--- config.mk ---
export PLATFORM = sky130hd
export DESIGN_NAME = brdc_core
export DESIGN_NICKNAME = d
export VERILOG_FILES = /design/src/brdc_pkg.sv /design/src/brdc_core.sv
export VERILOG_INCLUDE_DIRS = /design/src
export SDC_FILE = /design/constraint.sdc
export NUM_CORES = 1
export LEC_CHECK = 0
export ABC_AREA = 1
export BUFFER_PORTS_ARGS = -buffer_cell sky130_fd_sc_hd__buf_2
export CAP_MARGIN = 20
export CORE_MARGIN = 3
export CORE_UTILIZATION = 50
export DETAILED_ROUTE_END_ITERATION = 10
export GPL_ROUTABILITY_DRIVEN = 0
export PLACE_DENSITY_LB_ADDON = 0.2
export SLEW_MARGIN = 30
export SYNTH_ARGS = -nofsm -noshare
export SYNTH_HDL_FRONTEND = slang
export SYNTH_SLANG_ARGS = --single-unit
--- constraint.sdc ---
create_clock -name sys_clk_in -period 9.31 [get_ports sys_clk_in]
set_input_delay 0.931 -clock sys_clk_in [delete_from_list [all_inputs] [get_ports sys_clk_in]]
set_output_delay 0.931 -clock sys_clk_in [all_outputs]
set_load 0.01 [all_outputs]
--- src/brdc_map.svh ---
// Purpose: offsets, field positions, reset values and timing counts of the regulator control
// Assumes: 100 MHz system clock
// Notes: byte offsets on a 32-bit Avalon-MM slave
`ifndef BRDC_MAP_SVH
`define BRDC_MAP_SVH

`define BRDC_OFS_SET0 4'h0
`define BRDC_OFS_SET1 4'h4
`define BRDC_OFS_CTRL 4'h8
`define BRDC_OFS_STAT 4'hc

// setting register fields
`define BRDC_SET_EN_BIT 7
`define BRDC_SET_PWM_BIT 6
`define BRDC_SET_CODE_MSB 5

// control register fields
`define BRDC_CTRL_DIS_BIT 7
`define BRDC_CTRL_SLEW_MSB 6
`define BRDC_CTRL_SLEW_LSB 4

// reset values, sw enable bit kept apart
`define BRDC_SET0_RESET 7'h2d
`define BRDC_SET1_RESET 7'h7c
`define BRDC_CTRL_RESET 8'h00

`define BRDC_CLK_MHZ 100
`define BRDC_CL_COUNT 16
`define BRDC_RETRY_MS 1700
`define BRDC_SLEW_REF_MV 10
`define BRDC_SLEW_RATE0_MV_US 64
`define BRDC_SS_STEP_NS 1000

`endif

--- src/brdc_pkg.sv ---
// Purpose: types shared by the regulator control
// Assumes: nothing
// Notes: states are one-hot
package brdc_pkg;
	typedef enum logic [3:0]
	{
		BRDC_OFF = 4'b0001,
		BRDC_SOFT = 4'b0010,
		BRDC_RUN = 4'b0100,
		BRDC_FAULT = 4'b1000
	} brdc_state_t;
endpackage

--- src/brdc_core.sv ---
// Purpose: digital control core of a programmable step-down regulator
// Assumes: pin inputs asynchronous; sw_cycle_in is a square wave at the switching rate
// Notes: reference is carried in microvolts toward the modulator
// Function
// - enable pin low keeps everything but the discharge load and force_pwm_out off and refuses bus reads and writes
// - default build keeps register contents while enable pin is low
// - build option resets registers to defaults while enable pin is low
// - power-on reset loads all registers with defaults, both setting registers included
// - discharge load on when discharge bit set and enable pin or sw enable low
// - output on only with enable pin high and selected sw enable high
// - enabling output starts soft-start ramping reference up from zero
// - synchronous rectification held off until soft-start completes
// - 16 consecutive current-limit cycles: shut down, tri-state, retry after 1700 ms
// - reset value of both sw enable bits is a build parameter
// - build option forces the internal select low, always set 0
// - mode bit high forces PWM; low allows automatic light-load mode
// - select pin low uses set 0, high uses set 1, target follows
// - target equals offset plus voltage code times step
// - offset and step are build parameters covering all supported variants
// - 3-bit slew code halves upward rate from 64 mV/us to 0.5
// - effective slew scales with actual step over 10 mV
// - on falling target stop switching until output reaches new setpoint; a fall during soft-start only clamps the reference, switching goes on
// - input low lockout keeps regulator off while enable pin high
// - power ok low when off or in soft-start, high during transitions
//
// The address map and the Avalon-MM register port were left to the implementer.
`timescale 1ns/1ps
`include "brdc_map.svh"

module brdc_core #(
	parameter bit RESET_ON_DISABLE = 1'b0,
	parameter bit SELECT_TIED_LOW = 1'b0,
	parameter logic [1:0] SW_EN_RESET = 2'b11,
	parameter int unsigned OFFSET_UV = 600000,
	parameter int unsigned STEP_UV = 10000,
	parameter int unsigned RETRY_CYCLES = `BRDC_RETRY_MS * `BRDC_CLK_MHZ * 1000
)(
	input wire logic sys_clk_in,
	input wire logic reset_n_in,
	input wire logic clk_en_in,
	input wire logic hw_enable_pin_in,
	input wire logic voltage_set_select_pin_in,
	input wire logic input_low_lockout_in,
	input wire logic current_limit_in,
	input wire logic sw_cycle_in,
	input wire logic vout_at_target_in,
	input wire logic [3:0] avs_address,
	input wire logic avs_read,
	input wire logic avs_write,
	input wire logic [31:0] avs_writedata,
	output logic [31:0] avs_readdata,
	output logic avs_waitrequest,
	output logic output_on_out,
	output logic sync_rect_on_out,
	output logic force_pwm_out,
	output logic switch_node_hiz_out,
	output logic switching_stop_out,
	output logic discharge_on_out,
	output logic power_ok_flag_out,
	output logic [20:0] ref_uv_out
);
	import brdc_pkg::*;

	localparam int unsigned SS_CYCLES = (`BRDC_SS_STEP_NS * `BRDC_CLK_MHZ + 999) / 1000;

	// refuse builds that overflow the reference word or have no retry wait
	if (STEP_UV == 0 || OFFSET_UV + 63 * STEP_UV >= 2 ** 21 || RETRY_CYCLES < 1)
	begin
		$error("brdc_core: unsupported offset, step or retry count");
	end

	function automatic logic [31:0] slew_cycles(input logic [2:0] code);
		logic [31:0] num;
		num = (32'(`BRDC_SLEW_REF_MV * `BRDC_CLK_MHZ) << code) + 32'(`BRDC_SLEW_RATE0_MV_US - 1);
		return num / 32'(`BRDC_SLEW_RATE0_MV_US);
	endfunction

	// bit 0 enable, 1 select, 2 lockout, 3 current limit, 4 cycle, 5 at target
	logic [5:0] sync1;
	logic [5:0] sync2;
	logic cycle_d;
	logic [6:0] set0;
	logic [6:0] set1;
	logic [1:0] sw_en;
	logic [7:0] ctrl;
	brdc_state_t state;
	logic [20:0] ref_uv;
	logic [31:0] cnt;
	logic [4:0] cl_cnt;
	logic falling;

	logic [6:0] next_set0;
	logic [6:0] next_set1;
	logic [1:0] next_sw_en;
	logic [7:0] next_ctrl;
	brdc_state_t next_state;
	logic [20:0] next_ref_uv;
	logic [31:0] next_cnt;
	logic [4:0] next_cl_cnt;
	logic next_falling;
	logic [31:0] next_rdata;
	logic next_wait;

	logic en;
	logic sel;
	logic [6:0] active;
	logic sw_sel;
	logic want_on;
	logic [20:0] target_uv;
	logic cl_trip;
	logic bus_req;
	logic bus_go;

	always_comb
	begin
		en = sync2[0];
		sel = SELECT_TIED_LOW ? 1'b0 : sync2[1];
		active = sel ? set1 : set0;
		sw_sel = sel ? sw_en[1] : sw_en[0];
		want_on = en && sw_sel && !sync2[2];
		target_uv = 21'(OFFSET_UV + 32'(active[`BRDC_SET_CODE_MSB:0]) * STEP_UV);
		bus_req = avs_read || avs_write;
		bus_go = bus_req && !avs_waitrequest;
	end

	always_comb
	begin
		next_cl_cnt = cl_cnt;
		cl_trip = 1'b0;
		if (sync2[4] && !cycle_d)
		begin
			if (!sync2[3])
				next_cl_cnt = 5'h00;
			else if (cl_cnt == 5'(`BRDC_CL_COUNT - 1))
			begin
				next_cl_cnt = 5'h00;
				cl_trip = 1'b1;
			end
			else
				next_cl_cnt = cl_cnt + 5'h01;
		end
		if (state != BRDC_SOFT && state != BRDC_RUN)
			next_cl_cnt = 5'h00;
	end

	always_comb
	begin
		next_state = state;
		next_ref_uv = ref_uv;
		next_cnt = cnt;
		next_falling = falling;
		unique case (state)
			BRDC_OFF:
			begin
				next_ref_uv = 21'h000000;
				next_falling = 1'b0;
				next_cnt = 32'h00000000;
				if (want_on)
					next_state = BRDC_SOFT;
			end
			BRDC_SOFT:
			begin
				next_cnt = cnt + 32'h00000001;
				if (!want_on)
					next_state = BRDC_OFF;
				else if (cl_trip)
				begin
					next_state = BRDC_FAULT;
					next_cnt = 32'h00000000;
				end
				else if (ref_uv >= target_uv)
				begin
					next_ref_uv = target_uv;
					next_state = BRDC_RUN;
					next_cnt = 32'h00000000;
				end
				else if (cnt + 32'h00000001 >= SS_CYCLES)
				begin
					next_cnt = 32'h00000000;
					next_ref_uv = (ref_uv + 21'(STEP_UV) > target_uv) ? target_uv
						: ref_uv + 21'(STEP_UV);
				end
			end
			BRDC_RUN:
			begin
				next_cnt = cnt + 32'h00000001;
				if (!want_on)
					next_state = BRDC_OFF;
				else if (cl_trip)
				begin
					next_state = BRDC_FAULT;
					next_cnt = 32'h00000000;
				end
				else if (target_uv < ref_uv)
				begin
					next_ref_uv = target_uv;
					next_falling = 1'b1;
					next_cnt = 32'h00000000;
				end
				else if (target_uv > ref_uv)
				begin
					next_falling = 1'b0;
					// one step per interval scales with step
					if (cnt + 32'h00000001 >= slew_cycles(ctrl[`BRDC_CTRL_SLEW_MSB:`BRDC_CTRL_SLEW_LSB]))
					begin
						next_cnt = 32'h00000000;
						next_ref_uv = (ref_uv + 21'(STEP_UV) > target_uv) ? target_uv
							: ref_uv + 21'(STEP_UV);
					end
				end
				else
				begin
					next_cnt = 32'h00000000;
					if (falling && sync2[5])
						next_falling = 1'b0;
				end
			end
			BRDC_FAULT:
			begin
				next_ref_uv = 21'h000000;
				next_falling = 1'b0;
				next_cnt = cnt + 32'h00000001;
				if (!want_on || cnt + 32'h00000001 >= RETRY_CYCLES)
					next_state = BRDC_OFF;
			end
		endcase
	end

	always_comb
	begin
		next_set0 = set0;
		next_set1 = set1;
		next_sw_en = sw_en;
		next_ctrl = ctrl;
		next_rdata = avs_readdata;
		next_wait = !(avs_waitrequest && bus_req);
		// one wait state per access
		if (avs_waitrequest && avs_read)
		begin
			next_rdata = 32'h00000000;
			if (en)
			begin
				unique case (avs_address)
					`BRDC_OFS_SET0: next_rdata = {24'h000000, sw_en[0], set0};
					`BRDC_OFS_SET1: next_rdata = {24'h000000, sw_en[1], set1};
					`BRDC_OFS_CTRL: next_rdata = {24'h000000, ctrl};
					`BRDC_OFS_STAT: next_rdata = {4'h0, state, falling, 2'h0, ref_uv};
					default: next_rdata = 32'h00000000;
				endcase
			end
		end
		if (bus_go && avs_write && en)
		begin
			if (avs_address == `BRDC_OFS_SET0)
			begin
				next_set0 = avs_writedata[6:0];
				next_sw_en[0] = avs_writedata[`BRDC_SET_EN_BIT];
			end
			if (avs_address == `BRDC_OFS_SET1)
			begin
				next_set1 = avs_writedata[6:0];
				next_sw_en[1] = avs_writedata[`BRDC_SET_EN_BIT];
			end
			if (avs_address == `BRDC_OFS_CTRL)
				next_ctrl = avs_writedata[7:0] & 8'hf0;
		end
		if (RESET_ON_DISABLE && !en)
		begin
			next_set0 = `BRDC_SET0_RESET;
			next_set1 = `BRDC_SET1_RESET;
			next_sw_en = SW_EN_RESET;
			next_ctrl = `BRDC_CTRL_RESET;
		end
	end

	always_ff @(posedge sys_clk_in or negedge reset_n_in)
	begin
		if (!reset_n_in)
		begin
			sync1 <= 6'h00;
			sync2 <= 6'h00;
			cycle_d <= 1'b0;
			set0 <= `BRDC_SET0_RESET;
			set1 <= `BRDC_SET1_RESET;
			sw_en <= SW_EN_RESET;
			ctrl <= `BRDC_CTRL_RESET;
			state <= BRDC_OFF;
			ref_uv <= 21'h000000;
			cnt <= 32'h00000000;
			cl_cnt <= 5'h00;
			falling <= 1'b0;
			avs_readdata <= 32'h00000000;
			avs_waitrequest <= 1'b1;
			output_on_out <= 1'b0;
			sync_rect_on_out <= 1'b0;
			force_pwm_out <= 1'b0;
			switch_node_hiz_out <= 1'b1;
			switching_stop_out <= 1'b0;
			discharge_on_out <= 1'b0;
			power_ok_flag_out <= 1'b0;
			ref_uv_out <= 21'h000000;
		end
		else if (clk_en_in)
		begin
			sync1 <= {vout_at_target_in, sw_cycle_in, current_limit_in, input_low_lockout_in,
				voltage_set_select_pin_in, hw_enable_pin_in};
			sync2 <= sync1;
			cycle_d <= sync2[4];
			set0 <= next_set0;
			set1 <= next_set1;
			sw_en <= next_sw_en;
			ctrl <= next_ctrl;
			state <= next_state;
			ref_uv <= next_ref_uv;
			cnt <= next_cnt;
			cl_cnt <= next_cl_cnt;
			falling <= next_falling;
			avs_readdata <= next_rdata;
			avs_waitrequest <= next_wait;
			output_on_out <= next_state == BRDC_SOFT || next_state == BRDC_RUN;
			sync_rect_on_out <= next_state == BRDC_RUN;
			force_pwm_out <= active[`BRDC_SET_PWM_BIT];
			switch_node_hiz_out <= next_state == BRDC_OFF || next_state == BRDC_FAULT;
			switching_stop_out <= next_falling;
			discharge_on_out <= ctrl[`BRDC_CTRL_DIS_BIT] && (!en || !sw_sel);
			power_ok_flag_out <= next_state == BRDC_RUN;
			ref_uv_out <= next_ref_uv;
		end
	end

	on_needs_en_a:
		assert property (@(posedge sys_clk_in) disable iff (!reset_n_in)
			output_on_out |-> $past(en) && $past(sw_sel))
		else $error("output on without enables");
	off_when_disabled_a:
		assert property (@(posedge sys_clk_in) disable iff (!reset_n_in)
			clk_en_in && !en |=> !output_on_out && !sync_rect_on_out)
		else $error("output active while enable pin low");
	read_zero_disabled_a:
		assert property (@(posedge sys_clk_in) disable iff (!reset_n_in)
			clk_en_in && avs_waitrequest && avs_read && !en |=> avs_readdata == 32'h00000000)
		else $error("register read while disabled");
	rect_after_soft_a:
		assert property (@(posedge sys_clk_in) disable iff (!reset_n_in)
			state == BRDC_SOFT |-> !sync_rect_on_out)
		else $error("rectifier on in soft-start");
	soft_from_zero_a:
		assert property (@(posedge sys_clk_in) disable iff (!reset_n_in)
			clk_en_in && state == BRDC_OFF && want_on |=> ref_uv == 21'h000000 && state == BRDC_SOFT)
		else $error("soft-start not from zero");
	fault_hiz_a:
		assert property (@(posedge sys_clk_in) disable iff (!reset_n_in)
			state == BRDC_FAULT |-> switch_node_hiz_out && !output_on_out)
		else $error("fault without tri-state");
	discharge_rule_a:
		assert property (@(posedge sys_clk_in) disable iff (!reset_n_in)
			clk_en_in && ctrl[`BRDC_CTRL_DIS_BIT] && !en |=> discharge_on_out)
		else $error("discharge not applied");
	pwm_follow_a:
		assert property (@(posedge sys_clk_in) disable iff (!reset_n_in)
			clk_en_in |=> force_pwm_out == $past(active[`BRDC_SET_PWM_BIT]))
		else $error("forced pwm not following mode bit");
	good_regulating_a:
		assert property (@(posedge sys_clk_in) disable iff (!reset_n_in)
			power_ok_flag_out |-> state == BRDC_RUN)
		else $error("power ok outside regulation");
	ref_one_step_a:
		assert property (@(posedge sys_clk_in) disable iff (!reset_n_in)
			state == BRDC_RUN && $past(state) == BRDC_RUN && ref_uv > $past(ref_uv)
			|-> ref_uv - $past(ref_uv) <= 21'(STEP_UV))
		else $error("upward slew jumped more than one step");
	lockout_off_a:
		assert property (@(posedge sys_clk_in) disable iff (!reset_n_in)
			clk_en_in && sync2[2] |=> !output_on_out)
		else $error("running under lockout");

	soft_start_c: cover property (@(posedge sys_clk_in) disable iff (!reset_n_in)
		state == BRDC_SOFT ##1 state == BRDC_RUN);
	fall_c: cover property (@(posedge sys_clk_in) disable iff (!reset_n_in)
		$rose(falling));
	fault_c: cover property (@(posedge sys_clk_in) disable iff (!reset_n_in)
		state == BRDC_FAULT ##1 state == BRDC_OFF);
endmodule

* Word level (Yosys, flattened, before mapping)
Cells that the tools add are included.
Word-level totals: input bits 47, output and inout bits 61, register bits 134, logic and storage cells 136
Cells by class: eq/ne operators 22, order comparisons 7, reduce and logical (&&, ||, !) cells 34, shifts and indexed selects 1, add/subtract/negate cells 5, multipliers 1, multiplexer cells 46
Operator list (number):
- 32-bit 2-to-1 mux | 9
- 21-bit 2-to-1 mux | 10
- 32-bit one-hot mux with 4 select lines | 1
- 28-bit one-hot mux with 4 select lines | 1
- 21-bit one-hot mux with 3 select lines | 1
- 21-bit greater-than comparator | 2
- 32-bit by 1-bit adder with 32-bit output (second input constant) | 1
- 32-bit by 7-bit adder with 32-bit output (second input constant) | 1
- 32-bit by 26-bit greater-or-equal comparator with 1-bit output | 1
- 32-bit by 28-bit greater-or-equal comparator with 1-bit output (second input constant) | 1
- 32-bit by 7-bit greater-or-equal comparator with 1-bit output (second input constant) | 1
- 10-bit by 3-bit << shifter with 32-bit output (first input constant) | 1
- 28-bit 2-to-1 mux | 1
- 4-bit 2-to-1 mux | 7
- 20-bit by 20-bit adder with 21-bit output (first input constant) | 1
- 21-bit by 14-bit adder with 21-bit output (second input constant) | 1
- 21-bit greater-or-equal comparator | 1
- 21-bit less-than comparator | 1
- 5-bit 2-to-1 mux | 4
- 4-bit == test (second input constant) | 4
- 6-bit by 10-bit multiplier with 16-bit output (second input constant) | 1
- 4-bit one-hot mux with 4 select lines | 1
- 4-bit by 3-bit == test with 1-bit output (second input constant) | 3
- 1-bit logical AND | 11
- other kinds (21) | 50

* Logic depth before layout (Yosys ltp)
depth in word-level cells 11, gate-level depth with buffers 36, gate-level depth less buffers 34

* Worst setup path after synthesis
Ideal clock, no wire load.
path type register to register, from register sync2[1], to register ref_uv[10], slack 3744 ps, library setup time 83 ps, path buffers 2, cell stages (with the launch flop) 28, period minus slack after synthesis 5566 ps, data required time 9227 ps, data arrival time 5484 ps, path through dfrtp_1 > clkbuf_1 > o21ai_0 > inv_1 > ha_1 > ha_1 > fa_1 > ha_1 > fa_1 > xor2_1 > nand3_1 > nand2_1 > nand2_1 > o21ai_0 > nand3_1 > xor2_1 > ha_1 > nand3_1 > nor3_1 > nand4_1 > nand2_1 > nand2_1 > a21oi_1 > clkbuf_1 > nand2_1 > o21ai_0 > nand2_1 > o21ai_0
Between the ends: cells in the longest elaborated chain, start to end 11, elaborated cells on any way between the ends 27, classes of those cells 1 x add/sub; 1 x mul; 4 x order compare; 5 x eq/ne; 13 x mux; 3 x reduce/logical
Ends and longest elaborated chain:
- start: declaration | line brdc_core.sv:80 | logic [5:0] sync2;
- start signal: assignment | line brdc_core.sv:307 | sync2 <= sync1;
- 7-bit 2-to-1 mux | line brdc_core.sv:118 | active = sel ? set1 : set0;
- 6-bit by 10-bit multiplier with 16-bit output | line brdc_core.sv:121 | target_uv = 21'(OFFSET_UV + 32'(active[`BRDC_SET_CODE_MSB:0]) * STEP_UV);
- 20-bit by 20-bit adder with 21-bit output | line brdc_core.sv:121
- 21-bit greater-than comparator | line brdc_core.sv:180, brdc_core.sv:207
- 21-bit 2-to-1 mux | line brdc_core.sv:180, brdc_core.sv:207
- 21-bit 2-to-1 mux | line brdc_core.sv:204 | if (cnt + 32'h00000001 >= slew_cycles(ctrl[`BRDC_CTRL_SLEW_MSB:`BRDC_CTRL_SLEW_LSB]))
- 21-bit 2-to-1 mux | line brdc_core.sv:200 | else if (target_uv > ref_uv)
- 21-bit 2-to-1 mux | line brdc_core.sv:194 | else if (target_uv < ref_uv)
- 21-bit 2-to-1 mux | line brdc_core.sv:189 | else if (cl_trip)
- 21-bit 2-to-1 mux | line brdc_core.sv:187 | if (!want_on)
- 21-bit one-hot mux with 3 select lines | line brdc_core.sv:152 | unique case (state)
- end signal: assignment | line brdc_core.sv:314 | ref_uv <= next_ref_uv;
- end: declaration | line brdc_core.sv:87 | logic [20:0] ref_uv;
Parallel ways exist; a longest one is shown, timed or not. The select of a mux whose other input is x is not followed. A chain may end at the register's enable or synchronous reset.

* Worst setup path in the final report
Ends and elaborated chain as after synthesis.

==> impl_metrics.env <==
export IMPL_arrival_ns=7.83
export IMPL_crit_top_cell="nand2_1"
export IMPL_final_hold_viol_count=0
export IMPL_drive_gt1_share_pct=13.73
export IMPL_status="completed"
export IMPL_max_freq_mhz=133.5
export IMPL_cts_htree_levels=4
export IMPL_peakVddDrop_v=0.0001618
export IMPL_gr_usage_all_layers_pct=24.98
export IMPL_layout_common_cells="380 x nand2_1, 185 x inv_1, 129 x o21ai_0"
export IMPL_cts_path_max_buffers=2
export IMPL_crit_fanout=12
export IMPL_powerDensity_nw_per_um2=239.1
export IMPL_finalSetupTns_ns=0
export IMPL_internal_power_w=0.001445
export IMPL_total_power_w=0.002559
export IMPL_slowest_delay_ns=0.61
export IMPL_switchingPower_w=0.001114
export IMPL_synth_flop_cell="dfrtp_1"
export IMPL_place_detailed_hpwl_mm=18.68
export IMPL_io_pin_count=108
export IMPL_p_leak_nw=5.607
export IMPL_path_buf_inv=4
export IMPL_slew_violations=0
export IMPL_period_share_pct=80.46
export IMPL_finalSetupViolCount=0
export IMPL_synth_edf_count=0
export IMPL_tritoncts="done"
export IMPL_worst_setup_path_type="reg -> reg"
export IMPL_antennaDiodeCount=0
export IMPL_rsz0062_at_grt="false"
export IMPL_yosys_warnings=0
export IMPL_io_buffers=77
export IMPL_synth_seq_cells=128
export IMPL_required_ns=9.64
export IMPL_postSynthCellCount=1332
export IMPL_hold_class="reg -> reg"
export IMPL_power_combinational_fraction_pct=45.9
export IMPL_worst_pin_slew_ns=0.9591
export IMPL_wire_per_inst_um=15.01
export IMPL_drt_iter0_drc=633
export IMPL_cts_sinks=128
export IMPL_drt_wl_total_mm=24.75
export IMPL_period_needed_ns=7.491
export IMPL_clk_latency_ns=0.43
export IMPL_grt_max_degree=86
export IMPL_drcViolationCount=0
export IMPL_p_clk_share_pct=26.7
export IMPL_vias=8832
export IMPL_power_frac_seq_pct=27.5
export IMPL_cts_made_buffers=17
export IMPL_ant_nets=0
export IMPL_synth_area_um2=9545
export IMPL_die_h_um=144.2
export IMPL_async_flop_share_pct=100.0
export IMPL_firstDrtPassIters=5
export IMPL_relSlewSlack_pct=35.83
export IMPL_grt_pass1_wl_mm=41.35
export IMPL_fin_skew_ns=0.01527
export IMPL_clk_pin_slew_ns=0.06
export IMPL_synth_cell_types=47
export IMPL_core_um2=18330
export IMPL_fp_dieW_um=144.2
export IMPL_syn2layout_area_growth_pct=12.11
export IMPL_endpoint_kind="flip-flop"
export IMPL_post_cts_buffers=0
export IMPL_drv_cap=0
export IMPL_nFillCells=1725
export IMPL_grt_pass1_vias=8343
export IMPL_gr_total_overflow=0
export IMPL_grt_antenna_before_repair=0
export IMPL_cp_slowest_cell="dfrtp_1"
export IMPL_syn_avg_cell_area_um2=7.166
export IMPL_layout_commonest_cell="nand2_1"
export IMPL_cts_hold_buf=0
export IMPL_cts_resized=0
export IMPL_cp_top_family="simple AND/OR/NAND/NOR gates"
export IMPL_synth_seq_area_share_pct=33.74
export IMPL_start_kind="flip-flop"
export IMPL_die_area_um2=20790
export IMPL_swShare_pct=43.53
export IMPL_vias_per_cell=5.356
export IMPL_start_util_pct=52.07
export IMPL_final_nets=1536
export IMPL_rows=49
export IMPL_cts_root_buf="clkbuf_16"
-- state kept, by name, indices dropped and copies added (netlist names) --
| register | flops |
|---|---|
| switch_node_hiz_out | 1 |
| avs_readdata | 26 |
| sync2 | 6 |
| ctrl | 4 |
| set1 | 7 |
| set0 | 7 |
| cnt | 32 |
| cycle_d | 1 |
| state | 4 |
| force_pwm_out | 1 |
| cl_cnt | 5 |
| sync1 | 6 |
| sw_en | 2 |
| output_on_out | 1 |
| power_ok_flag_out | 1 |
| ref_uv | 21 |
| discharge_on_out | 1 |
| falling | 1 |
| avs_waitrequest | 1 |
-- metrics by stage --
stage               cells  hold WS (ns)  cell area (um2)  util (%)  setup WS [ns]
floorplan            1337        0.4422             9564         -          3.744
global placement     1617        0.4562            10110     55.14          2.051
detailed placement   1617        0.4592            10110     55.14          1.997
CTS                  1649        0.4760            10700     58.38          1.948
global route         1649        0.4882            10700     58.38          1.147
finish               1649        0.4711            10700     58.38          1.819
-- final timing paths --
check | startpoint | endpoint | slack (ns) | cells past startpoint
setup / recovery | sync2[1]$_DFFE_PN0P_ | ref_uv[10]$_DFFE_PN0P_ | 1.82 | 31
hold / removal | switch_node_hiz_out$_DFFE_PN1P_ | switch_node_hiz_out$_DFFE_PN1P_ | 0.47 | 2
setup reg to reg | sync2[1]$_DFFE_PN0P_ | ref_uv[10]$_DFFE_PN0P_ | 1.82 | 31
hold reg to reg | switch_node_hiz_out$_DFFE_PN1P_ | switch_node_hiz_out$_DFFE_PN1P_ | 0.47 | 2
max in group asynchronous | reset_n_in | cnt[12]$_DFFE_PN0P_ | 7.62 | 2
min in group asynchronous | reset_n_in | cnt[23]$_DFFE_PN0P_ | 0.58 | 1
-- worst register-to-register path: cells and delay by family (launching register included) --
kind,cells,cell delay (ns)
buffers and inverters,4,0.98
adder cells (fa/ha/maj),5,2.06
AND/OR/NAND/NOR,17,2.66
XOR/XNOR,1,0.35
flip-flops,1,0.61
AO/OA/AOI/OAI,4,0.72
-- logic make-up (layout without fill, tap and decap cells) --
family | count (synthesis) | count (layout) | synth area share (%)
AO/OA/AOI/OAI | 247 | 247 | 15.47
adder cells (fa/ha/maj) | 82 | 82 | 11.30
XOR/XNOR | 29 | 29 | 2.661
flip-flops | 128 | 128 | 33.74
other | 2 | 7 | 0.07868
AND/OR/NAND/NOR | 625 | 625 | 27.51
buffers and inverters | 219 | 302 | 9.241
-- synthesized netlist by cell type, types with 2 or more instances --
cell        n  area share [%]
nor3_1     17            0.89
xnor2_1     4            0.37
and2_1      2            0.13
a22o_1      5            0.46
nor2_4      3            0.35
o21ai_1     7            0.37
nand2_4     2            0.24
fa_1        7             1.5
nor2_2      8            0.52
nand4_1    11            0.72
o21ai_0   129             6.8
o211ai_1    2            0.16
nand2_2     9            0.59
a211oi_1    4            0.31
o21ai_2    30             2.8
o21bai_1    7            0.55
or2_2       7            0.46
a221oi_1    6            0.55
a31oi_1     2            0.13
o22ai_1     8            0.52
o31ai_1     5            0.39
nor4_1      3            0.20
nand3_1    67             3.5
xor2_1     25             2.3
buf_4       8            0.63
buf_6       4            0.47
nand2_1   380              15
inv_1     186             7.3
dfrtp_1   114              30
ha_1       75             9.8
a21oi_1    36             1.9
dfstp_2    14             3.9
clkbuf_1   20            0.79
nor2_1    111             4.4
conb_1      2           0.079
-- per-layer routing --
metal,wire (um),part of all wire [%],vias to the layer above,GRT usage (%)
li1,-,-,4456,-
met1,11910,48,4096,35.80
met2,11020,45,244,39.29
met3,1359,5.5,36,4.431
met4,459,1.9,0,6.676
met5,0,0,-,0
-- power groups by stage --
stage / clock network, W / registers, W / logic (W)
after floorplan: 0 / 0.000711 / 0.000847
after global placement: 0 / 0.000709 / 0.00113
after detailed placement: 0 / 0.000711 / 0.00116
after CTS: 0.000690 / 0.000702 / 0.00117
after global routing: 0.000716 / 0.000713 / 0.00136
final: 0.000683 / 0.000703 / 0.00117
-- layout make-up --
cell class	instances	area, um2	area share, %
inverter	187	701.9	6.559
multi-input combinational	990	5461	51.03
timing repair buffer	83	436.7	4.080
clock buffer	19	442.9	4.139
clock inverter	13	151.4	1.415
tap	229	286.5	2.677
sequential	128	3221	30.09
Power figures use the tool's default switching activity.
